<file path="src/shared/slm_pkg.sv">
// Function
// - Disparity write bit 7 clears addressed lane interrupt
// - Disparity write bit 6 stops addressed lane counter
// - Disparity write bit 5 zeroes addressed lane counter
// - Bits 2..0 pick lane for strobes 7..5
// - Table-miss status bit per lane at threshold
// - Table-miss writes: clear, counter off, counter reset
// - Stray-control status bit per lane at threshold
// - Stray-control writes: clear, counter off, counter reset
// - Code group lock bit per lane
// - Code group loss sets vector bit 0
// - Any code group loss asserts sync request
// - Live frame lock bits, bit 7 write clears
// - Frame lock loss restarts synchronization request
// - Checksum match per lane, mismatch sets bit 2
// - Checksum bit 7 write clears its interrupt
// - All status and control reset to zero, except threshold, which resets to FF
// - Enabled disparity threshold hit pulls interrupt low
// - Readback returns selected lane and counter
package slm_pkg;
  localparam logic [10:0] ADDR_ERR_READBACK = 11'h46B;
  localparam logic [10:0] ADDR_DISPARITY = 11'h46D;
  localparam logic [10:0] ADDR_TABLE_MISS = 11'h46E;
  localparam logic [10:0] ADDR_STRAY_CONTROL = 11'h46F;
  localparam logic [10:0] ADDR_CODE_GROUP = 11'h470;
  localparam logic [10:0] ADDR_FRAME = 11'h471;
  localparam logic [10:0] ADDR_CHECKSUM = 11'h472;
  localparam logic [10:0] ADDR_IRQ_VECTOR = 11'h47A;
  localparam logic [10:0] ADDR_THRESHOLD = 11'h47C;
  localparam int IRQ_CLEAR_BIT = 7;
  localparam int COUNTER_OFF_BIT = 6;
  localparam int COUNTER_CLEAR_BIT = 5;
  localparam int LANE_SEL_LSB = 0;
  localparam int LANE_SEL_W = 3;
  localparam int READBACK_LANE_LSB = 4;
  localparam int READBACK_TYPE_LSB = 0;
  localparam int VEC_CODE_GROUP = 0;
  localparam int VEC_FRAME = 1;
  localparam int VEC_CHECKSUM = 2;
  localparam int VEC_STRAY = 5;
  localparam int VEC_TABLE_MISS = 6;
  localparam int VEC_DISPARITY = 7;
  localparam logic [7:0] REG_RESET = 8'h00;
  localparam logic [7:0] THRESHOLD_RESET = 8'hFF;
  localparam int NUM_ERR_TYPES = 3;

  typedef enum logic [1:0] {
    SLM_ERR_DISPARITY = 2'b00,
    SLM_ERR_TABLE_MISS = 2'b01,
    SLM_ERR_STRAY_CONTROL = 2'b10
  } slm_err_type_t;

  typedef struct packed {
    logic [7:0] disparity;
    logic [7:0] table_miss;
    logic [7:0] stray_control;
  } slm_err_event_t;

  typedef struct packed {
    logic [7:0] code_group_lock;
    logic [7:0] frame_lock;
    logic [7:0] checksum_match;
    logic [7:0] checksum_done;
  } slm_lane_status_t;
endpackage

</file>
<file path="src/hw/slm_monitor.sv">
`timescale 1ns/100ps
module slm_monitor #(
  parameter int NUM_LANES = 8,
  parameter int COUNT_W = 8
) (
  input wire logic clock_in,
  input wire logic nrst_in,
  input wire logic [10:0] reg_addr_in,
  input wire logic reg_wr_in,
  input wire logic reg_rd_in,
  input wire logic [7:0] reg_wdata_in,
  output logic [7:0] reg_rdata_out,
  input wire slm_pkg::slm_err_event_t lane_err_in,
  input wire slm_pkg::slm_lane_status_t lane_status_in,
  output logic sync_request_output_n_out,
  output logic irq_n_out
);
  ////////////////////////////////////////////////////////////////////////////
  initial begin
    if (NUM_LANES < 1 || NUM_LANES > 8 || COUNT_W != 8) begin
      $error("slm_monitor: NUM_LANES must be 1..8 and COUNT_W 8");
    end
  end

  function automatic logic lane_hit(input logic [7:0] wdata, input int lane);
    lane_hit = (wdata[slm_pkg::LANE_SEL_LSB +: slm_pkg::LANE_SEL_W] == 3'(lane));
  endfunction

  function automatic logic [7:0] pick_event(input slm_pkg::slm_err_event_t ev, input int t);
    case (t)
      0: pick_event = ev.disparity;
      1: pick_event = ev.table_miss;
      default: pick_event = ev.stray_control;
    endcase
  endfunction

  ////////////////////////////////////////////////////////////////////////////
  logic [COUNT_W-1:0] cnt_q [slm_pkg::NUM_ERR_TYPES][NUM_LANES];
  logic [COUNT_W-1:0] cnt_d [slm_pkg::NUM_ERR_TYPES][NUM_LANES];
  logic [7:0] off_q [slm_pkg::NUM_ERR_TYPES];
  logic [7:0] off_d [slm_pkg::NUM_ERR_TYPES];
  logic [7:0] hit_q [slm_pkg::NUM_ERR_TYPES];
  logic [7:0] hit_d [slm_pkg::NUM_ERR_TYPES];
  logic [7:0] thr_q;
  logic [7:0] thr_d;
  logic [7:0] mask_q;
  logic [7:0] mask_d;
  logic [7:0] rdata_q;
  logic [7:0] rdata_d;
  logic [7:0] cg_q;
  logic [7:0] cg_d;
  logic [7:0] frame_q;
  logic [7:0] frame_d;
  logic [7:0] chk_q;
  logic [7:0] chk_d;
  logic [7:0] vec;
  logic [2:0] rb_lane_q;
  logic [2:0] rb_lane_d;
  slm_pkg::slm_err_type_t rb_type_q;
  slm_pkg::slm_err_type_t rb_type_d;
  logic vec_cg_q;
  logic vec_cg_d;
  logic vec_fr_q;
  logic vec_fr_d;
  logic vec_chk_q;
  logic vec_chk_d;
  logic sync_req_q;
  logic sync_req_d;
  logic irq_q;
  logic irq_d;
  logic [7:0] lane_mask;
  logic [7:0] cg_live;
  logic [7:0] fr_live;
  logic cg_fall;
  logic fr_fall;
  logic chk_bad;
  logic wr_cg_clr;
  logic wr_fr_clr;
  logic wr_chk_clr;

  assign lane_mask = 8'((9'h001 << NUM_LANES) - 9'h001);
  assign cg_live = lane_status_in.code_group_lock & lane_mask;
  assign fr_live = lane_status_in.frame_lock & lane_mask;
  assign cg_fall = |(cg_q & ~cg_live);
  assign fr_fall = |(frame_q & ~fr_live);
  assign chk_bad = |(lane_status_in.checksum_done & ~lane_status_in.checksum_match & lane_mask);
  assign wr_cg_clr = reg_wr_in && reg_addr_in == slm_pkg::ADDR_CODE_GROUP && reg_wdata_in[slm_pkg::IRQ_CLEAR_BIT];
  assign wr_fr_clr = reg_wr_in && reg_addr_in == slm_pkg::ADDR_FRAME && reg_wdata_in[slm_pkg::IRQ_CLEAR_BIT];
  assign wr_chk_clr = reg_wr_in && reg_addr_in == slm_pkg::ADDR_CHECKSUM && reg_wdata_in[slm_pkg::IRQ_CLEAR_BIT];

  ////////////////////////////////////////////////////////////////////////////
  // Error counters, counter-off flags and threshold status per type and lane
  always_comb begin
    logic sel;
    logic [7:0] ev;
    sel = 1'b0;
    ev = 8'h00;
    for (int t = 0; t < slm_pkg::NUM_ERR_TYPES; t++) begin
      sel = reg_wr_in && (reg_addr_in == slm_pkg::ADDR_DISPARITY + 11'(t));
      ev = pick_event(lane_err_in, t);
      off_d[t] = off_q[t];
      hit_d[t] = hit_q[t];
      for (int l = 0; l < NUM_LANES; l++) begin
        cnt_d[t][l] = cnt_q[t][l];
        if (sel && lane_hit(reg_wdata_in, l) && reg_wdata_in[slm_pkg::COUNTER_CLEAR_BIT]) begin
          cnt_d[t][l] = '0;
        end else if (ev[l] && !off_q[t][l] && cnt_q[t][l] != '1) begin
          // Saturates so a hit cannot wrap back below threshold
          cnt_d[t][l] = cnt_q[t][l] + COUNT_W'(1);
        end
        if (sel && lane_hit(reg_wdata_in, l) && reg_wdata_in[slm_pkg::COUNTER_OFF_BIT]) begin
          off_d[t][l] = 1'b1;
        end
        // Set wins over a same-cycle clear
        hit_d[t][l] = (cnt_q[t][l] >= thr_q) ||
          (hit_q[t][l] && !(sel && lane_hit(reg_wdata_in, l) && reg_wdata_in[slm_pkg::IRQ_CLEAR_BIT]));
      end
    end
  end

  always_ff @(posedge clock_in or negedge nrst_in) begin
    if (!nrst_in) begin
      for (int t = 0; t < slm_pkg::NUM_ERR_TYPES; t++) begin
        off_q[t] <= slm_pkg::REG_RESET;
        hit_q[t] <= slm_pkg::REG_RESET;
        for (int l = 0; l < NUM_LANES; l++) begin
          cnt_q[t][l] <= '0;
        end
      end
    end else begin
      off_q <= off_d;
      hit_q <= hit_d;
      cnt_q <= cnt_d;
    end
  end

  ////////////////////////////////////////////////////////////////////////////
  // Lock and checksum status, vector flags, sync request and interrupt
  always_comb begin
    cg_d = cg_live;
    frame_d = fr_live;
    chk_d = (chk_q & ~lane_status_in.checksum_done) |
      (lane_status_in.checksum_done & lane_status_in.checksum_match & lane_mask);
    vec_cg_d = cg_fall || (vec_cg_q && !wr_cg_clr);
    vec_fr_d = fr_fall || (vec_fr_q && !wr_fr_clr);
    vec_chk_d = chk_bad || (vec_chk_q && !wr_chk_clr);
    // Lanes not yet locked keep requesting, which restarts the sequence
    sync_req_d = (cg_live != lane_mask) || (fr_live != lane_mask);
    irq_d = |(vec & mask_q);
  end

  always_comb begin
    vec = 8'h00;
    vec[slm_pkg::VEC_CODE_GROUP] = vec_cg_q;
    vec[slm_pkg::VEC_FRAME] = vec_fr_q;
    vec[slm_pkg::VEC_CHECKSUM] = vec_chk_q;
    vec[slm_pkg::VEC_STRAY] = |hit_q[2];
    vec[slm_pkg::VEC_TABLE_MISS] = |hit_q[1];
    vec[slm_pkg::VEC_DISPARITY] = |hit_q[0];
  end

  always_ff @(posedge clock_in or negedge nrst_in) begin
    if (!nrst_in) begin
      cg_q <= slm_pkg::REG_RESET;
      frame_q <= slm_pkg::REG_RESET;
      chk_q <= slm_pkg::REG_RESET;
      vec_cg_q <= 1'b0;
      vec_fr_q <= 1'b0;
      vec_chk_q <= 1'b0;
      sync_req_q <= 1'b0;
      irq_q <= 1'b0;
    end else begin
      cg_q <= cg_d;
      frame_q <= frame_d;
      chk_q <= chk_d;
      vec_cg_q <= vec_cg_d;
      vec_fr_q <= vec_fr_d;
      vec_chk_q <= vec_chk_d;
      sync_req_q <= sync_req_d;
      irq_q <= irq_d;
    end
  end

  assign sync_request_output_n_out = ~sync_req_q;
  assign irq_n_out = ~irq_q;

  ////////////////////////////////////////////////////////////////////////////
  // Register port: plain writes, registered read data
  always_comb begin
    thr_d = thr_q;
    mask_d = mask_q;
    rb_lane_d = rb_lane_q;
    rb_type_d = rb_type_q;
    rdata_d = rdata_q;
    if (reg_wr_in) begin
      case (reg_addr_in)
        slm_pkg::ADDR_THRESHOLD: thr_d = reg_wdata_in;
        slm_pkg::ADDR_IRQ_VECTOR: mask_d = reg_wdata_in;
        slm_pkg::ADDR_ERR_READBACK: begin
          rb_lane_d = reg_wdata_in[slm_pkg::READBACK_LANE_LSB +: 3];
          rb_type_d = slm_pkg::slm_err_type_t'(reg_wdata_in[slm_pkg::READBACK_TYPE_LSB +: 2]);
        end
        default: ;
      endcase
    end
    if (reg_rd_in) begin
      case (reg_addr_in)
        slm_pkg::ADDR_ERR_READBACK: begin
          if (32'(rb_lane_q) < NUM_LANES && rb_type_q != 2'b11) begin
            rdata_d = cnt_q[rb_type_q][rb_lane_q];
          end else begin
            rdata_d = 8'h00;
          end
        end
        slm_pkg::ADDR_DISPARITY: rdata_d = hit_q[0];
        slm_pkg::ADDR_TABLE_MISS: rdata_d = hit_q[1];
        slm_pkg::ADDR_STRAY_CONTROL: rdata_d = hit_q[2];
        slm_pkg::ADDR_CODE_GROUP: rdata_d = cg_q;
        slm_pkg::ADDR_FRAME: rdata_d = frame_q;
        slm_pkg::ADDR_CHECKSUM: rdata_d = chk_q;
        slm_pkg::ADDR_IRQ_VECTOR: rdata_d = vec;
        slm_pkg::ADDR_THRESHOLD: rdata_d = thr_q;
        default: rdata_d = 8'h00;
      endcase
    end
  end

  always_ff @(posedge clock_in or negedge nrst_in) begin
    if (!nrst_in) begin
      thr_q <= slm_pkg::THRESHOLD_RESET;
      mask_q <= slm_pkg::REG_RESET;
      rb_lane_q <= 3'h0;
      rb_type_q <= slm_pkg::SLM_ERR_DISPARITY;
      rdata_q <= slm_pkg::REG_RESET;
    end else begin
      thr_q <= thr_d;
      mask_q <= mask_d;
      rb_lane_q <= rb_lane_d;
      rb_type_q <= rb_type_d;
      rdata_q <= rdata_d;
    end
  end

  assign reg_rdata_out = rdata_q;

  ////////////////////////////////////////////////////////////////////////////
  AST_CG_FLAG_SET: assert property (@(posedge clock_in) disable iff (!nrst_in)
    cg_fall |=> vec_cg_q) else $error("code group loss did not set flag");
  AST_CG_FLAG_CLEAR: assert property (@(posedge clock_in) disable iff (!nrst_in)
    (wr_cg_clr && !cg_fall) |=> !vec_cg_q) else $error("code group flag not cleared");
  AST_SYNC_REQ: assert property (@(posedge clock_in) disable iff (!nrst_in)
    (cg_live != lane_mask) |=> !sync_request_output_n_out) else $error("sync request missing");
  AST_FRAME_RESYNC: assert property (@(posedge clock_in) disable iff (!nrst_in)
    fr_fall |=> !sync_request_output_n_out && vec_fr_q) else $error("frame loss not handled");
  AST_CHK_FLAG: assert property (@(posedge clock_in) disable iff (!nrst_in)
    chk_bad |=> vec_chk_q ##0 $past(chk_bad)) else $error("checksum flag missing");
  AST_IRQ_OUT: assert property (@(posedge clock_in) disable iff (!nrst_in)
    (mask_q[slm_pkg::VEC_DISPARITY] && |hit_q[0]) |=> !irq_n_out) else $error("interrupt not low");
  AST_CNT_CLEAR: assert property (@(posedge clock_in) disable iff (!nrst_in)
    (reg_wr_in && reg_addr_in == slm_pkg::ADDR_DISPARITY && reg_wdata_in == 8'h20) |=> cnt_q[0][0] == '0)
    else $error("lane 0 counter not zeroed");
  AST_CNT_OFF: assert property (@(posedge clock_in) disable iff (!nrst_in)
    (off_q[0][0] && !(reg_wr_in && reg_addr_in == slm_pkg::ADDR_DISPARITY)) |=> $stable(cnt_q[0][0]))
    else $error("disabled counter moved");
  AST_READBACK: assert property (@(posedge clock_in) disable iff (!nrst_in)
    (reg_rd_in && reg_addr_in == slm_pkg::ADDR_ERR_READBACK && rb_lane_q == 3'h0 && rb_type_q == slm_pkg::SLM_ERR_DISPARITY)
    |=> reg_rdata_out == $past(cnt_q[0][0])) else $error("readback mismatch");
  AST_HIT_SET: assert property (@(posedge clock_in) disable iff (!nrst_in)
    (cnt_q[1][0] >= thr_q) |=> hit_q[1][0]) else $error("table miss status not set");

  AST_FR_FLAG_CLEAR: assert property (@(posedge clock_in) disable iff (!nrst_in)
    (wr_fr_clr && !fr_fall) |=> !vec_fr_q)
    else $error("frame flag not cleared");

  AST_CHK_FLAG_CLEAR: assert property (@(posedge clock_in) disable iff (!nrst_in)
    (wr_chk_clr && !chk_bad) |=> !vec_chk_q)
    else $error("checksum flag not cleared");

  AST_CG_LIVE: assert property (@(posedge clock_in) disable iff (!nrst_in)
    1'b1 |=> cg_q == $past(cg_live))
    else $error("code group bits not live");

  AST_FR_LIVE: assert property (@(posedge clock_in) disable iff (!nrst_in)
    1'b1 |=> frame_q == $past(fr_live))
    else $error("frame bits not live");

  AST_CHK_MATCH: assert property (@(posedge clock_in) disable iff (!nrst_in)
    (lane_status_in.checksum_done[0] && lane_status_in.checksum_match[0]) |=> chk_q[0])
    else $error("checksum match bit not set");

  AST_CHK_MISS: assert property (@(posedge clock_in) disable iff (!nrst_in)
    (lane_status_in.checksum_done[0] && !lane_status_in.checksum_match[0]) |=> !chk_q[0])
    else $error("checksum match bit not cleared");

  AST_DIS_IRQ_CLEAR: assert property (@(posedge clock_in) disable iff (!nrst_in)
    (reg_wr_in && reg_addr_in == slm_pkg::ADDR_DISPARITY && reg_wdata_in[7] && reg_wdata_in[2:0] == 3'h0 &&
    cnt_q[0][0] < thr_q) |=> !hit_q[0][0]) else $error("disparity status not cleared");

  AST_NIT_IRQ_CLEAR: assert property (@(posedge clock_in) disable iff (!nrst_in)
    (reg_wr_in && reg_addr_in == slm_pkg::ADDR_TABLE_MISS && reg_wdata_in[7] && reg_wdata_in[2:0] == 3'h0 &&
    cnt_q[1][0] < thr_q) |=> !hit_q[1][0]) else $error("table miss status not cleared");

  AST_UCC_IRQ_CLEAR: assert property (@(posedge clock_in) disable iff (!nrst_in)
    (reg_wr_in && reg_addr_in == slm_pkg::ADDR_STRAY_CONTROL && reg_wdata_in[7] && reg_wdata_in[2:0] == 3'h0 &&
    cnt_q[2][0] < thr_q) |=> !hit_q[2][0]) else $error("stray control status not cleared");

  AST_OFF_SET: assert property (@(posedge clock_in) disable iff (!nrst_in)
    (reg_wr_in && reg_addr_in == slm_pkg::ADDR_DISPARITY && reg_wdata_in[6] && reg_wdata_in[2:0] == 3'h0)
    |=> off_q[0][0]) else $error("counter off not taken");

  AST_NIT_CNT_CLEAR: assert property (@(posedge clock_in) disable iff (!nrst_in)
    (reg_wr_in && reg_addr_in == slm_pkg::ADDR_TABLE_MISS && reg_wdata_in[5] && reg_wdata_in[2:0] == 3'h0)
    |=> cnt_q[1][0] == '0) else $error("table miss counter not zeroed");

  AST_UCC_CNT_CLEAR: assert property (@(posedge clock_in) disable iff (!nrst_in)
    (reg_wr_in && reg_addr_in == slm_pkg::ADDR_STRAY_CONTROL && reg_wdata_in[5] && reg_wdata_in[2:0] == 3'h0)
    |=> cnt_q[2][0] == '0) else $error("stray control counter not zeroed");

  AST_LANE_SELECT: assert property (@(posedge clock_in) disable iff (!nrst_in)
    (reg_wr_in && reg_addr_in == slm_pkg::ADDR_DISPARITY && reg_wdata_in[5] && reg_wdata_in[2:0] != 3'h0 &&
    !lane_err_in.disparity[0]) |=> $stable(cnt_q[0][0])) else $error("wrong lane counter cleared");

  AST_STRAY_HIT: assert property (@(posedge clock_in) disable iff (!nrst_in)
    (cnt_q[2][0] >= thr_q) |=> hit_q[2][0])
    else $error("stray control status not set");

  AST_IRQ_QUIET: assert property (@(posedge clock_in) disable iff (!nrst_in)
    ((vec & mask_q) == 8'h00) |=> irq_n_out)
    else $error("interrupt low without cause");

  AST_SYNC_IDLE: assert property (@(posedge clock_in) disable iff (!nrst_in)
    (cg_live == lane_mask && fr_live == lane_mask) |=> sync_request_output_n_out)
    else $error("sync request without loss");

  AST_STROBE_READ: assert property (@(posedge clock_in) disable iff (!nrst_in)
    (reg_rd_in && reg_addr_in == slm_pkg::ADDR_TABLE_MISS) |=> reg_rdata_out == $past(hit_q[1]))
    else $error("shared address read not status");
endmodule // slm_monitor

</file>
<file path="config.mk">
export PLATFORM = sky130hd
export DESIGN_NAME = slm_monitor
export DESIGN_NICKNAME = d
export VERILOG_FILES = /design/src/shared/slm_pkg.sv /design/src/hw/slm_monitor.sv
export SDC_FILE = /design/constraint.sdc
export NUM_CORES = 1
export LEC_CHECK = 0
export ABC_AREA = 1
export ABC_CLOCK_PERIOD_IN_PS = 2100
export BUFFER_PORTS_ARGS = -buffer_cell sky130_fd_sc_hd__buf_2
export CAP_MARGIN = 20
export CORE_ASPECT_RATIO = 1.2
export CORE_MARGIN = 2
export CORE_UTILIZATION = 55
export DETAILED_ROUTE_END_ITERATION = 7
export PLACE_DENSITY_LB_ADDON = 0.15
export SYNTH_ARGS = -nofsm -noshare
export SYNTH_HDL_FRONTEND = slang
export SYNTH_SLANG_ARGS = --single-unit
</file>
<file path="constraint.sdc">
create_clock -name clock_in -period 2.1 [get_ports clock_in]
set_input_delay 0 -clock clock_in [delete_from_list [all_inputs] [get_ports clock_in]]
set_output_delay 0 -clock clock_in [all_outputs]
set_load 0.02 [all_outputs]
</file>
==> flow_summary.yaml <==
die:
  die_area_um2: 40900
  die_h_um: 221
  start_util: 0.558
  fp.dieW_um: 185
  row_count: 79
  io_pins: 89
  coreArea_um2: 38700
power:
  total_leakage_power_nw: 12.3
  powerDensity_nw_per_um2: 747
  ir_drop_mv: 0.815
  finalPower_w: 0.0188
routing:
  avgRoutedWirePerCell_um: 20.8
  first_iter_violations: 2304
  drc: 0
  avgViaCountPerCell: 6.08
  drtAntennaViolNets: 0
  routed_wl_um: 76800
  drt_first_pass_iters: 6
  vias: 22425
clocking:
  cts_tree: "built"
  htree_levels: 2
  cts.sinks: 296
  cts-root-buf: "clkbuf_16"
  numCtsBuffers: 36
  insertion_delay_ns: 0.56
  cts_buffer_depth: 3
  clk_pin_slew_ns: 0.07
critical_path:
  worstSetupEndpointType: "flip-flop"
  cp_max_fo: 49
  startpoint_type: "flip-flop"
  worst_ep_required_time_ns: 2.55
  worst_ep_arrival_time_ns: 2.53
  worstSetupPathType: "reg2reg"
sta:
  setup_viol: 0
  hold_viol: 0
  drv_slew: 0
  period_minus_slack_ns: 2.08
  slew_headroom: 0.506
  min_period_over_period: 0.990
  setup_tns_ns: 0
  rsz0062_at_grt: "no"
  hold_slack_ns: 0.0519
  worst_pin_slew_ns: 0.741
  clock.fmax_mhz: 481
  final.setup_skew_ns: 0.0197
cells_and_area:
  ff_latch_area_um2: 7420
  area_delta_synth_final_pct: 16.2
  multiInputGateArea_um2: 12600
  final_area_um2: 25100
  fin_cells: 3689
  num-fill-cells: 3392
  fin_nets: 3432
  drive_gt1_frac: 0.0921
synthesis:
  ys_types: 47
  ys_seq_elements: 296
  syn_area_per_cell_um2: 7.40
  syn_inst: 2922
  ys.flop_type: "dfrtp_1"
  netlist_area_um2: 21600
  synth_async_sr_flop_share: 1.00
  syn-num-nets: 3217
  synth_enable_flop_cells: 0
  ys_seq_area_frac: 0.343
  ys_warn_count: 0
placed_design:
  hpwl_um: 54700
  gp_congestion: 1.00
  placement.cell_area_um2: 23100
  io_buffer_count: 88
  post-place-cells: 3543
grt:
  antenna_found_initial: 0
  globalRouteOverflowTotal: 0
  track_usage: 0.377
  first_global_vias: 21684
  grt_start_max_net_pins: 53
  grt_pass1_wl_um: 119000
flow_run:
  cap_violations: 0
run_status:
  status: "finished, final reports clean"
hold_path:
  min_path_type: "in2reg"
==> report_power, final <==
group | switching [W] | internal, W | total (W)
Clock | 0.00260 | 0.00374 | 0.00634
Sequential | 0.00106 | 0.00643 | 0.00749
Combinational | 0.00298 | 0.00195 | 0.00493
==> area by class of cell <==
type                    count  area share
diodes                      2    0.000199
clock buffers              51      0.0405
clock inverters            11     0.00528
inverters                 358      0.0535
multi-input cells        2207       0.502
flip-flops and latches    296       0.295
well taps                 526      0.0262
repair buffers            238      0.0772
==> flip-flops by register name, summed over array words and instances, names as in the netlist, 2 cells and up, named ones only <==
signal         cells
thr_q              8
rb_lane_q          3
cnt_q            192
mask_q             6
rb_type_q          2
off_q             24
hit_q             24
frame_q            8
reg_rdata_out      8
cg_q               8
==> layout by cell type, fill, tap and decap left out, drive strengths merged, types with 11 or more instances in the layout <==
| cell | count |
|---|---|
| o21bai | 11 |
| nor3 | 58 |
| o211ai | 12 |
| dlygate4sd3 | 73 |
| nand4 | 115 |
| buf | 164 |
| inv | 356 |
| a211oi | 24 |
| nand3 | 362 |
| nor2 | 270 |
| o21ai | 208 |
| xor2 | 86 |
| ha | 216 |
| clkbuf | 51 |
| dfrtp | 288 |
| a21oi | 158 |
| o2111ai | 25 |
| nand2 | 616 |
==> final timing paths <==
kind                                          start                            to  slack [ns]  cells after the start
max                        rb_type_q[1]$_DFFE_PN0P_  reg_rdata_out[7]$_DFFE_PN0P_        0.02                     11
min                                 lane_err_in[13]         cnt_q[87]$_DFFE_PN0P_        0.05                      6
max reg2reg                rb_type_q[1]$_DFFE_PN0P_  reg_rdata_out[7]$_DFFE_PN0P_        0.02                     11
min reg2reg                   off_q[15]$_DFFE_PN0P_         off_q[15]$_DFFE_PN0P_        0.45                      2
max in group asynchronous                   nrst_in         cnt_q[59]$_DFFE_PN0P_        0.51                      4
min in group asynchronous                   nrst_in         cnt_q[37]$_DFFE_PN0P_        0.48                      3
==> synthesized netlist by cell type, types with 12 or more instances <==
| cell type | number | area [µm²] |
|---|---|---|
| nand2_1 | 604 | 2270 |
| inv_1 | 350 | 1310 |
| nand3_1 | 348 | 1740 |
| dfrtp_1 | 288 | 7210 |
| nor2_1 | 258 | 968 |
| ha_1 | 216 | 2700 |
| o21ai_0 | 207 | 1040 |
| a21oi_1 | 158 | 791 |
| nand4_1 | 115 | 719 |
| xor2_1 | 86 | 753 |
| nor3_1 | 48 | 240 |
| clkbuf_1 | 39 | 146 |
| o2111ai_1 | 25 | 219 |
| a211oi_1 | 24 | 180 |
| nand2_2 | 12 | 75.1 |
| o211ai_1 | 12 | 90.1 |
==> kinds of logic after synthesis <==
group | after synthesis | share of synthesized area
multiplexers | 1 | 0.000521
AND/OR/NAND/NOR | 1446 | 0.304
XOR/XNOR | 90 | 0.0365
flip-flops | 296 | 0.343
buffers and inverters | 419 | 0.0745
adder cells (fa/ha/maj) | 216 | 0.125
AO/OA/AOI/OAI | 454 | 0.116
==> through the flow <==
| step | worst slack [ns] | util |
|---|---|---|
| after global routing | 0.0224 | 0.648 |
| after CTS | 0.0557 | 0.646 |
| after detailed placement | 0.0718 | 0.597 |
| after floorplan | 0.328 | - |
| after global placement | 0.0835 | 0.597 |
| final | 0.0207 | 0.649 |
==> routing by layer <==
layer  GRT usage  share of wire  vias to the layer above
li1            -              -                    10350
met2       0.596           0.45                     1099
met1       0.507           0.41                    10739
met5           0              0                        -
met4       0.180          0.053                        0
met3      0.0541          0.086                      237
==> worst max-delay path, cell delays in order (launching register included) <==
cell and delay, ns:
dfrtp_2 0.43, buf_12 0.20, nor2_4 0.14, buf_2 0.22, buf_4 0.15, nand3_1 0.12, nand4_1 0.12, nand3_1 0.19
nand3_1 0.20, nand2_1 0.07, nand2_1 0.06, nand2_1 0.04
==> repair_timing <==
action                                 in CTS  in global routing
buffers inserted                            0                  7
hold buffers                               74                  0
resized for setup                           0                  6
setup endpoints to repair                   0                 28
endpoints found under the hold margin     400                  0
(Power assumes the default switching activity.)
